File: config.mk
export PLATFORM = sky130hd
export DESIGN_NAME = i2c_irq_status_clear_hold
export DESIGN_NICKNAME = d
export VERILOG_FILES = /design/src/rtl/i2c_irq_pkg.sv /design/src/rtl/i2c_irq_status_clear_hold.sv
export VERILOG_INCLUDE_DIRS = /design/src /design/src/rtl
export SDC_FILE = /design/constraint.sdc
export NUM_CORES = 1
export LEC_CHECK = 0
export BUFFER_PORTS_ARGS = -buffer_cell sky130_fd_sc_hd__buf_2
export CAP_MARGIN = 20
export CORE_ASPECT_RATIO = 0.75
export CORE_MARGIN = 2
export CORE_UTILIZATION = 55
export CTS_BUF_LIST = sky130_fd_sc_hd__clkbuf_8
export DETAILED_ROUTE_END_ITERATION = 10
export GPL_TIMING_DRIVEN = 0
export PLACE_DENSITY = 0.82
export SETUP_SLACK_MARGIN = 0.05
export SLEW_MARGIN = 25
export SYNTH_ARGS = -nofsm -noshare
export SYNTH_HDL_FRONTEND = slang
export SYNTH_SLANG_ARGS = --single-unit
File: constraint.sdc
create_clock -name SYS_CLK -period 3.9 [get_ports SYS_CLK]
set_input_delay 0.78 -clock SYS_CLK [delete_from_list [all_inputs] [get_ports SYS_CLK]]
set_output_delay 0.78 -clock SYS_CLK [all_outputs]
set_load 0.02 [all_outputs]
File: src/rtl/i2c_irq_params.svh
// Offsets, field positions, reset values and sizes for the two-wire
// interrupt status, clear and data hold block.
// Assumes a byte-addressed view: byte offsets on a 32-bit bus.
`ifndef I2C_IRQ_PARAMS_SVH
`define I2C_IRQ_PARAMS_SVH

// Register byte offsets
`define OFS_TX_THRESHOLD 8'h10
`define OFS_RX_THRESHOLD 8'h14
`define OFS_IRQ_ENABLE 8'h2c
`define OFS_RAW_STATUS 8'h30
`define OFS_MASKED_STATUS 8'h34
`define OFS_IRQ_CLEAR 8'h38
`define OFS_DATA_HOLD 8'h4c

// Status bit positions
`define BIT_TX_EMPTY 0
`define BIT_TX_NEARLY_EMPTY 1
`define BIT_TX_FULL 2
`define BIT_TX_OVERRUN 3
`define BIT_RX_EMPTY 4
`define BIT_RX_NEARLY_FULL 5
`define BIT_RX_FULL 6
`define BIT_SLV_READ_REQ 16
`define BIT_SLV_READ_EMPTY 17
`define BIT_SLV_WRITE_REQ 18
`define BIT_MASTER_DONE 19
`define BIT_SLAVE_DONE 20
`define BIT_ARB_LOST 24
`define BIT_BUS_ERROR 25
`define BIT_MASTER_DONE_NOSTOP 28

// Bits that latch and are cleared by a one in the clear register
`define STICKY_MASK 32'h131f0008

// Reset values
`define RST_DATA_HOLD 9'h014
`define RST_THRESHOLD 5'h00
`define RST_IRQ_ENABLE 32'h00000000

// FIFO depth in entries and the width of an entry count
`define FIFO_DEPTH 5'h10
`define CNT_W 5
`define HOLD_W 9

`endif

File: src/rtl/i2c_irq_pkg.sv
// Types shared by the two-wire interrupt and data hold block.
// Assumes the params header is included by users needing numbers.
package i2c_irq_pkg;
  // Data hold counter phases
  typedef enum logic [0:0] {
    HOLD_IDLE,
    HOLD_COUNT
  } hold_state_e;

  // Arbitration recovery phases
  typedef enum logic [0:0] {
    ARB_NORMAL,
    ARB_WAIT_STOP
  } arb_state_e;
endpackage

File: src/rtl/i2c_irq_status_clear_hold.sv
// Interrupt status, write-one clear and data hold timing of a two-wire
// serial controller acting as master or slave.
// Assumes an Avalon-MM master on SYS_CLK and a transfer engine that
// supplies FIFO counts, event pulses and the next data bit.
//
// Added by the designer: the Avalon-MM register port.
`timescale 1ns/100ps
`include "i2c_irq_params.svh"

module i2c_irq_status_clear_hold
  import i2c_irq_pkg::*;
(
  // Clock and reset
  input wire logic SYS_CLK,
  input wire logic NRST,
  // Avalon-MM register slave
  input wire logic [7:0] AVS_ADDRESS,
  input wire logic AVS_READ,
  input wire logic AVS_WRITE,
  input wire logic [31:0] AVS_WRITEDATA,
  output logic [31:0] AVS_READDATA,
  output logic AVS_WAITREQUEST,
  // FIFO occupancy from the transfer engine
  input wire logic [4:0] TX_FIFO_COUNT,
  input wire logic [4:0] RX_FIFO_COUNT,
  // Event pulses and levels from the transfer engine
  input wire logic TX_OVERRUN,
  input wire logic SLV_READ_REQ,
  input wire logic SLV_READ_ACTIVE,
  input wire logic SLV_WRITE_REQ,
  input wire logic MASTER_DONE,
  input wire logic SLAVE_DONE,
  input wire logic ARB_LOST,
  input wire logic BUS_ERROR,
  input wire logic MASTER_DONE_NOSTOP,
  // Data the engine wants on the data line
  input wire logic TX_DRIVE,
  input wire logic TX_BIT,
  // Serial lines
  input wire logic SCL_I,
  input wire logic SDA_I,
  output logic SDA_O,
  output logic SDA_OE,
  // Engine handshakes
  output logic DATA_SHIFT,
  output logic MASTER_OP_ALLOW,
  output logic ARB_RETRY_OK
);

  // Avalon handshake and register state
  logic ack_r;
  logic [31:0] rdata_r;
  logic [`CNT_W-1:0] tx_thr_r;
  logic [`CNT_W-1:0] rx_thr_r;
  logic [31:0] enable_r;
  logic [`HOLD_W-1:0] hold_r;
  logic [31:0] sticky_r;
  logic [31:0] sticky_nxt;
  logic [31:0] raw_status;
  logic [31:0] masked_status;
  logic wr_take;
  logic rd_take;
  logic [31:0] clr_mask;
  // Serial line synchronisers and derived events
  logic [2:0] scl_sync_r;
  logic [2:0] sda_sync_r;
  logic scl_lvl_r;
  logic sda_lvl_r;
  logic scl_fall;
  logic stop_seen;
  // Hold counter
  hold_state_e hold_st_r;
  logic [`HOLD_W-1:0] hold_cnt_r;
  logic shift_r;
  logic sda_drive_r;
  // Arbitration recovery
  arb_state_e arb_st_r;

  // Full test used for both FIFOs
  function automatic logic fifo_full(input logic [`CNT_W-1:0] cnt);
    fifo_full = (cnt >= `FIFO_DEPTH);
  endfunction

  // Bus access is taken on the edge where waitrequest is low
  assign wr_take = AVS_WRITE & ack_r;
  assign rd_take = AVS_READ & ack_r;
  assign AVS_WAITREQUEST = (AVS_READ | AVS_WRITE) & ~ack_r;
  assign AVS_READDATA = rdata_r;

  // One wait cycle per access, so read data can come from a flop
  always_ff @(posedge SYS_CLK) begin
    if (!NRST) begin
      ack_r <= 1'b0;
    end else begin
      ack_r <= (AVS_READ | AVS_WRITE) & ~ack_r;
    end
  end

  // Software control registers
  always_ff @(posedge SYS_CLK) begin
    if (!NRST) begin
      tx_thr_r <= `RST_THRESHOLD;
      rx_thr_r <= `RST_THRESHOLD;
      enable_r <= `RST_IRQ_ENABLE;
      hold_r <= `RST_DATA_HOLD;
    end else if (wr_take) begin
      if (AVS_ADDRESS == `OFS_TX_THRESHOLD) begin
        tx_thr_r <= AVS_WRITEDATA[`CNT_W-1:0];
      end else if (AVS_ADDRESS == `OFS_RX_THRESHOLD) begin
        rx_thr_r <= AVS_WRITEDATA[`CNT_W-1:0];
      end else if (AVS_ADDRESS == `OFS_IRQ_ENABLE) begin
        enable_r <= AVS_WRITEDATA & (`STICKY_MASK | 32'h0000007f);
      end else if (AVS_ADDRESS == `OFS_DATA_HOLD) begin
        hold_r <= AVS_WRITEDATA[`HOLD_W-1:0];
      end
    end
  end

  // Write-one clear; only the latched positions respond
  assign clr_mask = (wr_take && AVS_ADDRESS == `OFS_IRQ_CLEAR) ?
                    (AVS_WRITEDATA & `STICKY_MASK) : 32'h00000000;

  // Latched events; a new event in the clear cycle survives the clear
  always_comb begin
    sticky_nxt = sticky_r & ~clr_mask;
    if (TX_OVERRUN) begin
      sticky_nxt[`BIT_TX_OVERRUN] = 1'b1;
    end
    if (SLV_READ_REQ) begin
      sticky_nxt[`BIT_SLV_READ_REQ] = 1'b1;
    end
    if (SLV_READ_ACTIVE && TX_FIFO_COUNT == 5'h00) begin
      sticky_nxt[`BIT_SLV_READ_EMPTY] = 1'b1;
    end
    if (SLV_WRITE_REQ) begin
      sticky_nxt[`BIT_SLV_WRITE_REQ] = 1'b1;
    end
    if (MASTER_DONE) begin
      sticky_nxt[`BIT_MASTER_DONE] = 1'b1;
    end
    if (SLAVE_DONE) begin
      sticky_nxt[`BIT_SLAVE_DONE] = 1'b1;
    end
    if (ARB_LOST) begin
      sticky_nxt[`BIT_ARB_LOST] = 1'b1;
    end
    if (BUS_ERROR) begin
      sticky_nxt[`BIT_BUS_ERROR] = 1'b1;
    end
    if (MASTER_DONE_NOSTOP) begin
      sticky_nxt[`BIT_MASTER_DONE_NOSTOP] = 1'b1;
    end
  end

  always_ff @(posedge SYS_CLK) begin
    if (!NRST) begin
      sticky_r <= 32'h00000000;
    end else begin
      sticky_r <= sticky_nxt;
    end
  end

  // Level bits follow the counts live and never latch
  always_comb begin
    raw_status = sticky_r;
    raw_status[`BIT_TX_EMPTY] = (TX_FIFO_COUNT == 5'h00);
    raw_status[`BIT_TX_NEARLY_EMPTY] = (TX_FIFO_COUNT <= tx_thr_r);
    raw_status[`BIT_TX_FULL] = fifo_full(TX_FIFO_COUNT);
    raw_status[`BIT_RX_EMPTY] = (RX_FIFO_COUNT == 5'h00);
    raw_status[`BIT_RX_NEARLY_FULL] = (RX_FIFO_COUNT >= rx_thr_r);
    raw_status[`BIT_RX_FULL] = fifo_full(RX_FIFO_COUNT);
  end

  assign masked_status = raw_status & enable_r;

  // Read mux; unmapped and write-only offsets read zero
  always_ff @(posedge SYS_CLK) begin
    if (!NRST) begin
      rdata_r <= 32'h00000000;
    end else if (AVS_READ && !ack_r) begin
      if (AVS_ADDRESS == `OFS_TX_THRESHOLD) begin
        rdata_r <= {27'h0000000, tx_thr_r};
      end else if (AVS_ADDRESS == `OFS_RX_THRESHOLD) begin
        rdata_r <= {27'h0000000, rx_thr_r};
      end else if (AVS_ADDRESS == `OFS_IRQ_ENABLE) begin
        rdata_r <= enable_r;
      end else if (AVS_ADDRESS == `OFS_RAW_STATUS) begin
        rdata_r <= raw_status;
      end else if (AVS_ADDRESS == `OFS_MASKED_STATUS) begin
        rdata_r <= masked_status;
      end else if (AVS_ADDRESS == `OFS_DATA_HOLD) begin
        rdata_r <= {23'h000000, hold_r};
      end else begin
        rdata_r <= 32'h00000000;
      end
    end
  end

  // Three-stage synchronisers for the serial lines
  always_ff @(posedge SYS_CLK) begin
    if (!NRST) begin
      scl_sync_r <= 3'h7;
      sda_sync_r <= 3'h7;
    end else begin
      scl_sync_r <= {scl_sync_r[1:0], SCL_I};
      sda_sync_r <= {sda_sync_r[1:0], SDA_I};
    end
  end

  // Filtered levels change only when the last two stages agree
  always_ff @(posedge SYS_CLK) begin
    if (!NRST) begin
      scl_lvl_r <= 1'b1;
      sda_lvl_r <= 1'b1;
    end else begin
      if (scl_sync_r[2] == scl_sync_r[1]) begin
        scl_lvl_r <= scl_sync_r[2];
      end
      if (sda_sync_r[2] == sda_sync_r[1]) begin
        sda_lvl_r <= sda_sync_r[2];
      end
    end
  end

  assign scl_fall = scl_lvl_r & (scl_sync_r[2] == scl_sync_r[1]) &
                    ~scl_sync_r[2];
  // Stop: data rises while clock stays high
  assign stop_seen = scl_lvl_r & ~sda_lvl_r &
                     (sda_sync_r[2] == sda_sync_r[1]) & sda_sync_r[2];

  // Hold counter; a new falling edge restarts it from zero
  always_ff @(posedge SYS_CLK) begin
    if (!NRST) begin
      hold_st_r <= HOLD_IDLE;
      hold_cnt_r <= 9'h000;
      shift_r <= 1'b0;
    end else begin
      shift_r <= 1'b0;
      case (hold_st_r)
        HOLD_IDLE: begin
          if (scl_fall) begin
            hold_st_r <= HOLD_COUNT;
            hold_cnt_r <= 9'h000;
          end
        end
        HOLD_COUNT: begin
          if (scl_fall) begin
            hold_cnt_r <= 9'h000;
          end else if (hold_cnt_r >= hold_r) begin
            hold_st_r <= HOLD_IDLE;
            shift_r <= 1'b1;
          end else begin
            hold_cnt_r <= hold_cnt_r + 9'h001;
          end
        end
        default: begin
          hold_st_r <= HOLD_IDLE;
        end
      endcase
    end
  end

  // Arbitration loss parks the bus until a stop is seen
  always_ff @(posedge SYS_CLK) begin
    if (!NRST) begin
      arb_st_r <= ARB_NORMAL;
    end else begin
      case (arb_st_r)
        ARB_NORMAL: begin
          if (ARB_LOST) begin
            arb_st_r <= ARB_WAIT_STOP;
          end
        end
        ARB_WAIT_STOP: begin
          if (stop_seen) begin
            arb_st_r <= ARB_NORMAL;
          end
        end
        default: begin
          arb_st_r <= ARB_NORMAL;
        end
      endcase
    end
  end

  // Data line changes only at the hold point; released after a loss
  always_ff @(posedge SYS_CLK) begin
    if (!NRST) begin
      sda_drive_r <= 1'b0;
    end else if (ARB_LOST || arb_st_r == ARB_WAIT_STOP) begin
      sda_drive_r <= 1'b0;
    end else if (shift_r) begin
      sda_drive_r <= TX_DRIVE & ~TX_BIT;
    end
  end

  // Open drain: only ever pulls low
  assign SDA_O = 1'b0;
  assign SDA_OE = sda_drive_r;
  assign DATA_SHIFT = shift_r;
  assign ARB_RETRY_OK = (arb_st_r == ARB_NORMAL);
  // Blocks the next master op until the no-stop completion is cleared
  assign MASTER_OP_ALLOW = ~sticky_r[`BIT_MASTER_DONE_NOSTOP];

endmodule

==> results of run 1 <==
metal layers:
metal / wire, microns / track usage, % / up-vias
met2: 4900 / 44.3 / 175
met3: 996 / 7.84 / 17
met5: 0 / 0 / -
met1: 4950 / 35.1 / 1803
met4: 196 / 9.33 / 0
li1: - / - / 1880
worst paths after layout:
path | start | endpoint | slack, ns | cells after the start
min reg2reg | scl_sync_r[0] | scl_sync_r[1] | 0.43 | 1
min | scl_sync_r[0] | scl_sync_r[1] | 0.43 | 1
max | hold_cnt_r[0] | hold_cnt_r[4] | 1.50 | 8
max reg2reg | hold_cnt_r[0] | hold_cnt_r[4] | 1.50 | 8
kinds of logic (layout without fill, tap and decap cells):
family                     count (synthesis)  count (layout)  synth area share (%)
xor gates and xnor gates                   3               3                 0.621
muxes                                     24              24                  5.67
buffers and inverters                     66             155                  7.65
and+or+nand+nor                          190             190                  23.6
other                                      1              16                0.0886
AOI/OAI and AO/OA                        113             113                  17.7
adders and majority gates                 20              20                  5.91
DFF                                       82              82                  38.8
cells in the mapped netlist, drive strengths merged, types with 4 or more instances:
library cell / number / area [sq um]
dfxtp: 82 / 1640
nand2: 68 / 258
a21oi: 38 / 194
nor2b: 37 / 231
nor2: 31 / 119
inv: 29 / 109
buf: 26 / 174
mux2i: 24 / 240
ha: 20 / 250
a21boi: 19 / 143
o21ai: 15 / 75.1
a211oi: 14 / 105
nand2b: 14 / 87.6
clkbuf: 11 / 41.3
and3: 7 / 43.8
nand3: 7 / 40.0
nor3: 7 / 51.3
a31oi: 5 / 31.3
and2: 5 / 31.3
nor3b: 4 / 46.3
cell type report:
class | count | area, sq um | area share (%)
Sequential cell | 82 | 1640 | 32.9
Tap cell | 101 | 126 | 2.53
Buffer | 37 | 215 | 4.31
Clock buffer | 9 | 124 | 2.48
Multi-Input combinational cell | 366 | 2320 | 46.6
Inverter | 29 | 109 | 2.18
Clock inverter | 7 | 82.6 | 1.66
Timing Repair Buffer | 73 | 365 | 7.32
metrics by stage:
stage	hold WS [ns]	area (sq um)	worst slack [ns]	util, %
2_1_floorplan	0.386	4290	1.75	-
3_3_place_gp	0.389	4780	1.34	64.6
3_5_place_dp	0.402	4780	1.28	64.6
4_1_cts	0.429	4990	1.52	67.4
5_1_grt	0.464	4990	1.41	67.4
6_report	0.428	4990	1.50	67.4
power by group:
group          internal (mW)  total (mW)  switching [mW]  leakage (nW)
combinational         0.0677       0.171           0.103          1.26
clock                  0.307       0.653           0.346        0.0988
sequential             0.851       0.861         0.00930         0.666
placed cells by master, fill, tap and decap left out, types with 6 or more instances in the layout:
cell	n
dfxtp_1	82
buf_2	80
nand2_1	67
nor2b_1	37
a21oi_1	37
nor2_1	30
inv_1	29
mux2i_1	24
ha_1	20
buf_4	18
conb_1	16
a21boi_0	15
o21ai_0	15
nand2b_1	14
a211oi_1	14
clkbuf_1	11
clkbuf_8	9
and3_1	7
nand3_1	6
state kept, by name, indices dropped and copies added (netlist names):
name          cells
hold_cnt_r        9
sticky_r          9
DATA_SHIFT        1
sda_lvl_r         1
SDA_OE            1
arb_st_r          1
ack_r             1
scl_lvl_r         1
hold_r            9
enable_r         15
sda_sync_r        3
AVS_READDATA     17
tx_thr_r          5
scl_sync_r        3
rx_thr_r          5
hold_st_r         1
worst reg2reg max path: stages (launching register included):
cell	delay (ns)
dfxtp_1	0.40
inv_1	0.07
ha_1	0.26
nand2b_1	0.15
a2111oi_2	0.43
o31ai_2	0.19
a221oi_2	0.43
a21oi_1	0.14
a31o_2	0.23
==> flow_summary_export.csv, run 1 <==
group,metric,value,unit
floorplanning,core,7400,sq um
setup_path,required,4.16,ns
setup_path,cp-end-kind,"flop",
drt,route.detailed.drc,0,
drt,avgRoutedWirePerCell,15.7,microns
logic_synthesis,yosysWarnings,0,
clocking,cts_root_buf,"clkbuf_8",
logic_synthesis,synthArstFlopShare,0,%
pwr,vdd_drop_max,0.217,mV
clocking,clock_latency,0.37,ns
outcome,outcome,"complete, no violations",
finish,area.growth.synth_to_final,17.8,%
setup_path,worst_path_largest_cell_delay,0.43,ns
setup_path,critPathSlowestCell,"a2111oi_2",
drt,viasPerCell,5.50,
logic_synthesis,netlist_area,4230,sq um
sta,min_period,2.40,ns
setup_path,cp_max_fo,5,
logic_synthesis,synthCells,499,
pwr,power.total,1.68,mW
setup_path,worstPathCellList,"inv_1 > ha_1 > nand2b_1 > a2111oi_2 > o31ai_2 > a221oi_2 > a21oi_1 > a31o_2",
global_routing,grt_pass1_wl,18000,microns
drt,vias,3875,
placement,io_buffers,73,
global_routing,track_usage,27.4,%
pwr,power_density,338,nW/um^2
floorplanning,die_h,80.0,microns
clocking,cts_tree,"built",
clocking,clkTransAtPathRegs,0.09,ns
logic_synthesis,synth_edf_count,0,
floorplanning,num_io_pins,105,
min_path,hp-class,"flop to flop",
sta,fin_setup_tns,0,ns
setup_path,path_buf_inv,1,
global_routing,grt_max_degree,17,
setup_path,worst_setup_path_start_kind,"flop",
finish,n_fill_cell,620,
drt,drt-initial-drc-count,278,
clocking,post_cts_resize_count,0,
global_routing,grt_pass1_vias,3814,
finish,nets,685,
sta,max-slew-margin-rel,48.8,%
logic_synthesis,synth_area_per_cell,8.49,sq um
drt,antenna_left,0,
sta,rsz0062_at_grt,"no",
clocking,clockBufferDepth,2,
sta,slew_viol_final,0,
sta,period_share,61.6,%
floorplanning,die_w,105,microns
clocking,clock_sinks,82,
clocking,cts_hold_buf,0,
global_routing,overflow,0,
clocking,h-tree-depth,3,
setup_path,cp.arrival,2.66,ns
finish,diodes,0,
clocking,numCtsBuffers,9,
run,drv_cap,0,
placement,placedCellCount,688,
sta,setup_viol,0,
logic_synthesis,ys_seq_elements,82,
floorplanning,start_util,57.2,%
logic_synthesis,yosysSeqAreaShare,38.8,%
drt,drt-total-wl,11000,microns
sta,hold_violations,0,
floorplanning,die-area,8420,sq um
logic_synthesis,ys_types,54,
logic_synthesis,synth_ff_type,"dfxtp_1",
placement,dp_hpwl,8310,microns
pwr,p_leak,2.02,nW
setup_path,crit_family,"compound AO/OA/AOI/OAI gates",
finish,layout.cells.non_filler,704,
global_routing,antenna_found_initial,0,
setup_path,crit_type,"flop to flop",
sta,fmax,0.416,GHz
placement,globalplace.congestion,0.909,
floorplanning,num_rows,27,
clocking,cts_setup_buffers,0,
finish,drive_gt1_share,21.4,%
drt,first_pass_iters,5,
sta,tightest_slew,0.763,ns
sta,fin_worst_skew,0.00993,ns
Note: power is estimated with default switching activity, not from simulation.
==> run 2: changes to the inputs <==
--- a/config.mk
+++ b/config.mk
@@ -10,11 +10,11 @@
 export CAP_MARGIN = 20
 export CORE_ASPECT_RATIO = 0.75
 export CORE_MARGIN = 2
-export CORE_UTILIZATION = 55
+export CORE_UTILIZATION = 50
 export CTS_BUF_LIST = sky130_fd_sc_hd__clkbuf_8
 export DETAILED_ROUTE_END_ITERATION = 10
 export GPL_TIMING_DRIVEN = 0
-export PLACE_DENSITY = 0.82
+export PLACE_DENSITY = 0.79
 export SETUP_SLACK_MARGIN = 0.05
 export SLEW_MARGIN = 25
 export SYNTH_ARGS = -nofsm -noshare
==> constraint.sdc (replaced) <==
create_clock -name SYS_CLK -period 2.2 [get_ports SYS_CLK]
set_input_delay 0.44 -clock SYS_CLK [delete_from_list [all_inputs] [get_ports SYS_CLK]]
set_output_delay 0.44 -clock SYS_CLK [all_outputs]
set_load 0.02 [all_outputs]
==> run 2 against run 1 <==
Clock-buffer cell count stayed put. Via count is 0.67% lower. Total power is 79% higher. Sequential share of layout area is 0.50 points lower. Sequential power is 78% higher. Combinational power is 77% higher. First-iteration DRC count is 2.9% lower. Final cell count is 0.99% higher. Die area is 9.6% higher. Routed wire length is 0.64% lower. Utilization is 6.5 points lower. Critical endpoint unchanged.
==> flow_summary_export.csv, run 2 (synthesis gave the netlist of run 1 again) <==
group,metric,value,unit
outcome,outcome,"complete, no violations",
sta,max-slew-margin-rel,53.0,%
clocking,h-tree-depth,3,
global_routing,grt_max_degree,15,
setup_path,cp.arrival,2.31,ns
setup_path,reg2reg_slack,0.15,ns
finish,layout.cells.non_filler,711,
pwr,power_density,594,nW/um^2
finish,layout_commonest_cell,"buf_2",
finish,area.growth.synth_to_final,20.0,%
sta,rsz0062_at_grt,"no",
global_routing,grt_pass1_vias,3556,
pwr,power.total,3.02,mW
sta,fin_worst_skew,0.0104,ns
setup_path,required,2.45,ns
clocking,clkTransAtPathRegs,0.09,ns
placement,dp_hpwl,8280,microns
sta,period_share,93.3,%
placement,io_buffers,73,
clocking,cts_root_buf,"clkbuf_8",
drt,vias,3849,
floorplanning,die_h,83.7,microns
setup_path,worst_path_largest_cell_delay,0.35,ns
sta,hold_violations,0,
setup_path,worstPathCellList,"ha_1 > nand2b_4 > a2111oi_4 > o31ai_4 > a221oi_4 > a21oi_1 > a31o_2",
setup_path,cp-end-kind,"flop",
setup_path,critPathSlowestCell,"a221oi_4",
drt,avgRoutedWirePerCell,15.4,microns
global_routing,antenna_found_initial,0,
floorplanning,core,8350,sq um
sta,slew_viol_final,0,
drt,viasPerCell,5.41,
setup_path,r2r_start,"hold_r[0]",
setup_path,rr_worst_depth,7,
setup_path,crit_family,"compound AO/OA/AOI/OAI gates",
global_routing,grt_pass1_wl,17300,microns
finish,final_cell_mix,"80 x buf_2, 78 x dfxtp_1, 67 x nand2_1",
finish,n_fill_cell,714,
finish,diodes,0,
finish,drive_gt1_share,22.9,%
min_path,hold-path-endpoint,"scl_sync_r[0]",
run,drv_cap,0,
pwr,vdd_drop_max,0.384,mV
min_path,hp-class,"primary input to flop",
placement,globalplace.congestion,0.967,
floorplanning,num_io_pins,105,
drt,antenna_left,0,
placement,placedCellCount,695,
setup_path,worstReg2RegEnd,"hold_cnt_r[4]",
drt,drt-total-wl,11000,microns
sta,setup_viol,0,
clocking,cts_hold_buf,0,
global_routing,overflow,0,
finish,largest_reg_flops,17,
pwr,p_leak,2.05,nW
finish,nets,686,
setup_path,worst_setup_path_start_kind,"flop",
clocking,cts_tree,"built",
global_routing,globalRouteMet1Util,34.7,%
floorplanning,die_w,110,microns
sta,min_period,2.05,ns
floorplanning,num_rows,29,
clocking,clockBufferDepth,2,
min_path,min_from,"SCL_I",
drt,route.detailed.drc,0,
floorplanning,start_util,50.7,%
setup_path,path_buf_inv,0,
clocking,numCtsBuffers,9,
sta,fmax,0.487,GHz
min_path,whs_path_depth,2,
setup_path,critPathLaunch,"hold_r[0]",
floorplanning,die-area,9230,sq um
drt,drt-initial-drc-count,270,
global_routing,track_usage,24.3,%
global_routing,busiest_layer,"met2",
drt,first_pass_iters,5,
clocking,clock_sinks,82,
setup_path,cp_max_fo,5,
global_routing,gr-usage-met2,36.8,%
clocking,clock_latency,0.36,ns
sta,tightest_slew,0.701,ns
setup_path,crit_type,"flop to flop",
global_routing,grtUsageMet3,5.39,%
run 2: cell types whose count changed in the layout (fill, tap and decap cells not counted), sizes merged:
cell      previous run  this run
buf                 99       100
bufinv               1         2
clkinvlp             2         1
inv                 33        30
clkinv               0         2
run 2: worst max-delay path by stage:
stage | end | cells after the start
detailed placement | hold_cnt_r[4] | 8
floorplan | hold_cnt_r[4] | 8
global placement | hold_cnt_r[6] | 8
finish | hold_cnt_r[4] | 7
global route | hold_cnt_r[4] | 7
CTS | hold_cnt_r[4] | 8
run 2: area by class of cell:
| cell class | instances | area (sq um) | share of cell area [%] |
|---|---|---|---|
| multi-input cells | 366 | 2390 | 47.0 |
| flip-flops and latches | 82 | 1650 | 32.4 |
| repair buffers | 74 | 373 | 7.34 |
| plain buffers | 37 | 215 | 4.24 |
| well taps | 108 | 135 | 2.66 |
| clock buffers | 9 | 124 | 2.44 |
| inverters | 29 | 109 | 2.14 |
| clock inverters | 6 | 90.1 | 1.77 |
run 2: where the power goes:
| part | switching (mW) | total (mW) | internal, mW |
|---|---|---|---|
| sequential | 0.0162 | 1.53 | 1.51 |
| combinational | 0.181 | 0.302 | 0.120 |
| clock | 0.554 | 1.19 | 0.637 |
| total | 0.752 | 3.02 | 2.27 |
run 2: per-layer routing:
metal / part of all wire [%] / wire length (microns)
met1: 46 / 5000
met2: 44 / 4810
met3: 8.5 / 931
met4: 2.1 / 233
met5: 0 / 0
run 2: through the flow:
stage	TNS, ns	util, %	hold slack, ns	cell area, sq um	setup slack (ns)
after detailed placement	-0.189	57.4	0.392	4790	-0.0444
final	0	60.9	0.256	5080	0.147
after floorplan	0	-	0.386	4290	0.132
after CTS	0	60.1	0.251	5020	0.0244
after global placement	-0.139	57.4	0.390	4790	-0.0481
after global routing	0	60.9	0.257	5080	0.0416
run 2: worst reg2reg max path, cell delays in order (launching register included):
cell	delay (ns)
dfxtp_2	0.34
ha_1	0.29
nand2b_4	0.15
a2111oi_4	0.35
o31ai_4	0.16
a221oi_4	0.35
a21oi_1	0.10
a31o_2	0.22
run 2: repair_timing:
| item | CTS | global route |
|---|---|---|
| buffers inserted | 0 | 1 |
| endpoints found under the setup margin | 5 | 6 |
| pin swaps | 2 | 5 |
| gates resized for setup | 2 | 10 |
